--- src/hdl/hpsel_pkg.sv ---
// Constants for the host port guard, page window and loop channel selector
package hpsel_pkg;
  localparam int          PAGE_W        = 8;
  localparam int          OFF_W         = 7;
  localparam int          ADDR_W        = PAGE_W + OFF_W;
  localparam int          NUM_CHAN      = 4;
  localparam int          MASK_W        = 7;
  localparam int          CFG_W         = 16;
  // Byte addresses inside the paged space
  localparam logic [14:0] ADDR_GUARD    = 15'h05fe;
  localparam logic [14:0] ADDR_WINDOW   = 15'h05ff;
  localparam logic [14:0] ADDR_SEL_LO   = 15'h0602;
  localparam logic [14:0] ADDR_SEL_HI   = 15'h0603;
  localparam logic [14:0] ADDR_TRIG     = 15'h0604;
  localparam logic [14:0] ADDR_BW       = 15'h0605;
  localparam logic [14:0] ADDR_BW_VAR   = 15'h0606;
  // Field positions
  localparam int          GUARD_LOCK_B  = 7;
  localparam int          GUARD_STAT_B  = 0;
  localparam int          TRIG_APPLY_B  = 0;
  localparam int          TRIG_FETCH_B  = 1;
  // Reset values
  localparam logic [7:0]  GUARD_RST     = 8'h00;
  localparam logic [7:0]  WINDOW_RST    = 8'h00;
  localparam logic [6:0]  SEL_RST       = 7'h01;
  localparam logic [7:0]  BW_RST        = 8'h00;
  localparam logic [7:0]  BW_VAR_RST    = 8'h00;
  localparam logic [1:0]  TRIG_RST      = 2'h0;
  // Reserved page numbers and last valid page
  localparam logic [7:0]  PAGE_RSV_A    = 8'h07;
  localparam logic [7:0]  PAGE_RSV_B    = 8'h09;
  localparam logic [7:0]  PAGE_LAST     = 8'h0d;
endpackage : hpsel_pkg

--- src/hdl/hpsel_chan_bank.sv ---
// Per-channel configuration storage, written by mask
`timescale 1ns/1ns
module hpsel_chan_bank
  import hpsel_pkg::*;
#(
  parameter int N_CH = hpsel_pkg::NUM_CHAN,
  parameter int W    = hpsel_pkg::CFG_W
) (
  input  wire logic              sys_clk_i,
  input  wire logic              resetn_i,
  input  wire logic              apply_i,
  input  wire logic [N_CH-1:0]   mask_i,
  input  wire logic [W-1:0]      cfg_i,
  output logic      [N_CH*W-1:0] chan_cfg_o
);
  logic [W-1:0] cfg_mem [N_CH];

  // Every selected channel takes the same settings in one step
  always_ff @(posedge sys_clk_i or negedge resetn_i) begin
    if (!resetn_i) begin
      for (int i = 0; i < N_CH; i++) begin
        cfg_mem[i] <= '0;
      end
    end else if (apply_i) begin
      for (int i = 0; i < N_CH; i++) begin
        if (mask_i[i]) begin
          cfg_mem[i] <= cfg_i;
        end
      end
    end
  end

  // Flattened view for the loop channels
  always_comb begin
    for (int i = 0; i < N_CH; i++) begin
      chan_cfg_o[i*W +: W] = cfg_mem[i];
    end
  end
endmodule : hpsel_chan_bank

--- src/hdl/hpsel_regs.sv ---
// Host port guard, page window, loop channel selector and trigger logic
`timescale 1ns/1ns
module hpsel_regs
  import hpsel_pkg::*;
(
  input  wire logic                              sys_clk_i,
  input  wire logic                              resetn_i,
  input  wire logic                              acc_wr_i,
  input  wire logic                              acc_rd_i,
  input  wire logic [hpsel_pkg::OFF_W-1:0]       acc_off_i,
  input  wire logic [7:0]                        acc_wdata_i,
  output logic      [7:0]                        acc_rdata_o,
  output logic                                   acc_done_o,
  output logic      [hpsel_pkg::PAGE_W-1:0]      page_o,
  output logic                                   lockout_o,
  output logic      [hpsel_pkg::NUM_CHAN*hpsel_pkg::CFG_W-1:0] chan_cfg_o
);
  import hpsel_pkg::*;

  logic              lock_reg;
  logic              stat_reg;
  logic [7:0]        window_reg;
  logic [MASK_W-1:0] sel_reg;
  logic [1:0]        trig_reg;
  logic [7:0]        bw_reg;
  logic [7:0]        bw_var_reg;
  logic [7:0]        rdata_reg;
  logic              done_reg;
  logic [ADDR_W-1:0] addr;
  logic              acc;
  logic              page_ok;
  logic              guard_hit;
  logic              guard_sel;
  logic              window_sel;
  logic              blocked;
  logic              wr_ok;
  logic [NUM_CHAN*CFG_W-1:0] bank_cfg;
  logic [CFG_W-1:0]  fetch_cfg;

  // Reserved pages are refused
  function automatic logic page_valid(input logic [7:0] p);
    page_valid = (p <= PAGE_LAST) && (p != PAGE_RSV_A) && (p != PAGE_RSV_B);
  endfunction : page_valid

  // Lowest set bit wins if the host breaks the one-hot convention
  function automatic logic [1:0] first_chan(input logic [MASK_W-1:0] m);
    first_chan = 2'd0;
    for (int i = NUM_CHAN - 1; i >= 0; i--) begin
      if (m[i]) begin
        first_chan = 2'(i);
      end
    end
  endfunction : first_chan

  // Address forming and access qualification
  assign addr      = {window_reg, acc_off_i};
  assign acc       = acc_wr_i | acc_rd_i;
  // Guard and window sit at the top two offsets of every page, not only page 11
  assign guard_sel  = (acc_off_i == ADDR_GUARD[OFF_W-1:0]);
  assign window_sel = (acc_off_i == ADDR_WINDOW[OFF_W-1:0]);
  assign guard_hit  = guard_sel || window_sel;
  // Guard and window stay reachable from any page so a bad page can be left
  assign page_ok   = page_valid(window_reg) || guard_hit;
  assign blocked   = lock_reg && !guard_sel;
  assign wr_ok     = acc_wr_i && page_ok && !blocked;
  assign fetch_cfg = bank_cfg[first_chan(sel_reg)*CFG_W +: CFG_W];

  // Guard register: lockout and last-access status
  always_ff @(posedge sys_clk_i or negedge resetn_i) begin
    if (!resetn_i) begin
      lock_reg <= GUARD_RST[GUARD_LOCK_B];
      stat_reg <= GUARD_RST[GUARD_STAT_B];
    end else begin
      if (wr_ok && guard_sel) begin
        lock_reg <= acc_wdata_i[GUARD_LOCK_B];
      end
      if (acc) begin
        stat_reg <= !page_ok || (acc_wr_i && blocked);
      end
    end
  end

  // Page window register
  always_ff @(posedge sys_clk_i or negedge resetn_i) begin
    if (!resetn_i) begin
      window_reg <= WINDOW_RST;
    end else if (wr_ok && window_sel) begin
      window_reg <= acc_wdata_i;
    end
  end

  // Channel selector; upper byte is reserved
  always_ff @(posedge sys_clk_i or negedge resetn_i) begin
    if (!resetn_i) begin
      sel_reg <= SEL_RST;
    end else if (wr_ok && addr == ADDR_SEL_LO) begin
      sel_reg <= acc_wdata_i[MASK_W-1:0];
    end
  end

  // Trigger: taken when idle, runs one cycle, then reads zero
  always_ff @(posedge sys_clk_i or negedge resetn_i) begin
    if (!resetn_i) begin
      trig_reg <= TRIG_RST;
    end else if (trig_reg != 2'h0) begin
      trig_reg <= 2'h0;
    end else if (wr_ok && addr == ADDR_TRIG) begin
      if (acc_wdata_i[TRIG_FETCH_B]) begin
        trig_reg <= 2'h2;
      end else if (acc_wdata_i[TRIG_APPLY_B]) begin
        trig_reg <= 2'h1;
      end
    end
  end

  // Visible configuration; a fetch overrides a host write in the same cycle
  always_ff @(posedge sys_clk_i or negedge resetn_i) begin
    if (!resetn_i) begin
      bw_reg     <= BW_RST;
      bw_var_reg <= BW_VAR_RST;
    end else if (trig_reg[TRIG_FETCH_B]) begin
      bw_reg     <= fetch_cfg[7:0];
      bw_var_reg <= fetch_cfg[15:8];
    end else begin
      if (wr_ok && addr == ADDR_BW) begin
        bw_reg <= acc_wdata_i;
      end
      if (wr_ok && addr == ADDR_BW_VAR) begin
        bw_var_reg <= acc_wdata_i;
      end
    end
  end

  // Read data and done, one cycle after the access
  always_ff @(posedge sys_clk_i or negedge resetn_i) begin
    if (!resetn_i) begin
      rdata_reg <= 8'h00;
      done_reg  <= 1'b0;
    end else begin
      done_reg <= acc;
      if (acc_rd_i && guard_sel) begin
        // Status shown is that of the access before this read
        rdata_reg <= {lock_reg, 6'h00, stat_reg};
      end else if (acc_rd_i && window_sel) begin
        rdata_reg <= window_reg;
      end else if (acc_rd_i && page_ok) begin
        case (addr)
          ADDR_SEL_LO: rdata_reg <= {1'b0, sel_reg};
          ADDR_TRIG:   rdata_reg <= {6'h00, trig_reg};
          ADDR_BW:     rdata_reg <= bw_reg;
          ADDR_BW_VAR: rdata_reg <= bw_var_reg;
          default:     rdata_reg <= 8'h00;
        endcase
      end else if (acc_rd_i) begin
        rdata_reg <= 8'h00;
      end
    end
  end

  hpsel_chan_bank #(
    .N_CH (NUM_CHAN),
    .W    (CFG_W)
  ) u_bank (
    .sys_clk_i  (sys_clk_i),
    .resetn_i   (resetn_i),
    .apply_i    (trig_reg == 2'h1),
    .mask_i     (sel_reg[NUM_CHAN-1:0]),
    .cfg_i      ({bw_var_reg, bw_reg}),
    .chan_cfg_o (bank_cfg)
  );

  assign acc_rdata_o = rdata_reg;
  assign acc_done_o  = done_reg;
  assign page_o      = window_reg;
  assign lockout_o   = lock_reg;
  assign chan_cfg_o  = bank_cfg;
endmodule : hpsel_regs
--- config.mk ---
export PLATFORM = sky130hd
export DESIGN_NAME = hpsel_regs
export DESIGN_NICKNAME = d
export VERILOG_FILES = /design/src/hdl/hpsel_pkg.sv /design/src/hdl/hpsel_chan_bank.sv /design/src/hdl/hpsel_regs.sv
export SDC_FILE = /design/constraint.sdc
export NUM_CORES = 1
export LEC_CHECK = 0
export BUFFER_PORTS_ARGS = -buffer_cell sky130_fd_sc_hd__buf_2
export CORE_MARGIN = 5
export CORE_UTILIZATION = 30
export CTS_CLUSTER_DIAMETER = 50
export DETAILED_ROUTE_END_ITERATION = 16
export PLACE_DENSITY_LB_ADDON = 0.25
export SLEW_MARGIN = 20
export SYNTH_ARGS = -nofsm -noshare
export SYNTH_HDL_FRONTEND = slang
export SYNTH_HIERARCHICAL = 1
export SYNTH_SLANG_ARGS = --single-unit
--- constraint.sdc ---
create_clock -name sys_clk_i -period 3.2 [get_ports sys_clk_i]
set_input_delay 0.96 -clock sys_clk_i [delete_from_list [all_inputs] [get_ports sys_clk_i]]
set_output_delay 0.96 -clock sys_clk_i [all_outputs]
set_load 0.05 [all_outputs]
==> out/results.md <==
| Item | Reported |
| --- | --- |
| Number of flip-flops in the largest register | 64 |
| Number of warnings reported in the yosys synthesis log | 6 |
| Overall via count from detail_route | 4005 |
| Slew at the pin closest to its max-slew limit | 1009 ps |
| Share of the core filled with cells | 37.04% |
| Element type at the critical path start | primary input |
| Compound-Gate Fraction of Synth Area | 9.983% |
| Final number of setup-violating endpoints | 0 |
| Xor/xnor share of the synthesized area | 0% |
| Slew Limit Headroom | 32.30% |
| Maximum frequency from static timing analysis | 369.9 MHz |
| Min-Delay Endpoint | sel_reg[5] |
| DRC viols | 0 |
| Cell type with the highest aggregate area in the netlist | dfrtp_1 |
| Net Sw Power | 693.6 uW |
| Post-Synthesis Cell Area | 5301 sq um |
| Wire per inst | 20.95 um |
| Core box area | 17300 sq um |
| Peak ir drop on the vdd network | 267.7 uV |
| Per-cell via count in the routed design | 5.141 |
| Maxcap violations | 0 |
| Number of I/O pins | 101 |
| CP Data Required Time | 3450 ps |
| Number of cell instances on the worst register-to-register path | 5 |
| Row cnt | 48 |
| Number of gates resized after CTS | 0 |
| Clock input transition at the sequential cells of the worst setup and hold paths | 70 ps |
| Clock network power share | 43.6% |
| Post-synth ARST share | 100.0% |
| Critical path capture point type | flop |
| Synth Area in Adders | 0% |
| Global route overflow | 0 |
| Main combinational cell family by area after synthesis | multiplexers |
| Share of the synthesized area in the top cell type | 50.51% |
| Total CTS buffers | 9 |
| Cell types occupying the most area after synthesis | dfrtp_1 (51%), mux2_2 (20%), mux2i_1 (3.4%), o22a_1 (2.6%), nor2_1 (2.5%) |
| Power per cell area | 438.8 nW/um^2 |
| Worst Hold Launch | sel_reg[5] |
| Multiplexer area fraction after synthesis | 23.58% |
| Avg Inst Size Synth | 11.83 sq um |
| Area enclosed by the die boundary | 20430 sq um |
| Pin count of the biggest net entering global routing | 53 |
| Post-synthesis net count | 467 |
| Setup slack, reg-to-reg | 530 ps |
| Global-route wire length before repair | 25.23 mm |
| Post-CTS Hold Fix Bufs | 0 |
| Horizontal die dimension | 142.9 um |
| Drt pass-1 iters | 5 |
| Antenna violation net count after detailed routing | 0 |
| Net switching fraction of the power | 24.67% |
| Final Net Count | 568 |
| Clock Latency Late Sink | 360 ps |
| Worst Skew | 8.177 ps |
| Unrepaired setup endpoints after global routing | false |
| Combinational power share | 6.7% |
| Overall routing resource usage | 16.25% |
| Cell types with the highest counts after synthesis | dfrtp_1 (107), mux2_2 (95), nor2_1 (36) |
| Total Wirelength | 16.32 mm |
| Number of buffers added on ports | 100 |
| Cell with the most instances after synthesis | dfrtp_1 |
| TritonCTS clock tree | built |
| Top flip-flop cell by instance count after synthesis | dfrtp_1 |
| Post-synth EDFFs | 0 |
| Internal power consumption | 2118 uW |
| Vertical extent of the die | 142.9 um |
| Status | finished, final reports clean |
| Setup Crit Path Kind | in2reg |
| Clock H-tree levels | 3 |
| Area delta synth->final | 20.86% |
| Simple-gate portion of the synthesized area | 12.72% |
| Number of clock sinks | 108 |
| Clock Path Buffers | 2 |
| Antenna cell count | 0 |
| Gpl congestion | 0.8821 |
| Time the final worst path needs with I/O delays and setup | 2703 ps |
| Largest fanout on the critical path | 8 |
| Register area share after synthesis | 51.00% |
| Synth Instances | 448 |
| Sum of net half-perimeters after detailed placement | 12.03 mm |
| Number of distinct standard cells referenced by the synthesized netlist | 47 |
| Final-report max-slew violation count | 0 |
| Number of antenna violations at the first check in global routing | 0 |
| Total Negative Setup Slacks | 0 ps |
| R2R Path Start | page_o[4] |
| Postcts setup bufs | 0 |
| Synth Register Bits | 108 |
| Data arrival time of the critical path | 2950 ps |
| Cell leakage power | 0.003335 uW |
| Path category of the worst min-delay check | reg2reg |
| Initial core utilization | 30.65% |
| Vias in the first global route | 4356 |
| Cell at the root of the clock tree | clkbuf_16 |
| Number of cells on the worst hold path | 1 |
| Endpoint of the most critical register-to-register path | bw_var_reg[4] |
| Sequential Power Share | 49.7% |
| Final number of hold-violating endpoints | 0 |
| Final worst path period share | 84.47% |
| Number of DRC violations after detailed-routing iteration 0 | 230 |
| Fraction of final layout cells sized beyond drive strength 1 | 42.96% |
through the flow:
| stage | power (uW) | std cells | setup WS (ps) | area, sq um | hold WS, ps |
|---|---|---|---|---|---|
| floorplan | 1516 | 448 | 506.2 | 5301 | 480.7 |
| global placement | 1611 | 763 | 193.9 | 6086 | 491.0 |
| detailed placement | 1612 | 763 | 140.5 | 6086 | 498.7 |
| CTS | 2842 | 779 | 512.9 | 6407 | 515.5 |
| global route | 2911 | 779 | 392.0 | 6407 | 541.1 |
| finish | 2811 | 779 | 496.9 | 6407 | 513.1 |
area by class of cell:
class	instances	area, sq um
Fill cell	1757	10890
Sequential cell	108	2704
Multi-Input combinational cell	310	2457
Timing Repair Buffer	114	620.6
Tap cell	225	281.5
Clock buffer	9	225.2
Clock inverter	7	96.34
Inverter	6	22.52
worst max-delay path by stage:
stage	from	endpoint	slack (ps)
global route	acc_off_i[4]	bw_var_reg[5]	390
floorplan	acc_off_i[4]	bw_var_reg[0]	510
CTS	acc_off_i[4]	bw_var_reg[4]	510
global placement	acc_off_i[4]	bw_var_reg[6]	190
detailed placement	acc_off_i[4]	bw_var_reg[1]	140
finish	acc_off_i[4]	bw_var_reg[4]	500
cell families after synthesis:
| family | count (synthesis) |
|---|---|
| AO/OA/AOI/OAI | 73 |
| buffers and inverters | 30 |
| flip-flops | 108 |
| multiplexers | 113 |
| AND/OR/NAND/NOR | 124 |
power groups by stage:
stage	Combinational (uW)	Sequential (uW)	Clock [uW]
floorplan	56.6	1460	0
global placement	189	1420	0
detailed placement	190	1420	0
CTS	190	1400	1260
global route	203	1400	1310
finish	188	1400	1230
worst max-delay path, stage by stage:
cell       delay [ps]
buf_2             150
or3_1             440
nor4_4            420
o2111ai_2         400
mux2_2            400
o22a_1            180
layer usage:
layer | up-vias | routed length, um | track usage, %
li1 | 1865 | - | -
met1 | 2000 | 7124 | 21.41
met2 | 114 | 7788 | 26.36
met3 | 26 | 1039 | 3.784
met4 | 0 | 370 | 5.603
met5 | - | 0 | 0
cell usage in the layout, fill, tap and decap left out, types with 6 or more instances in the layout:
cell / count
a31oi_1: 8
o21ai_0: 15
mux2_2: 95
mux2i_1: 18
nand2_1: 11
dfrtp_1: 107
inv_1: 6
nor4_1: 6
o31ai_1: 16
buf_2: 99
buf_4: 14
clkbuf_16: 9
nor2_1: 36
o22a_1: 16
nor3_1: 22
nor2b_1: 16
Power figures use the tool's default switching activity.
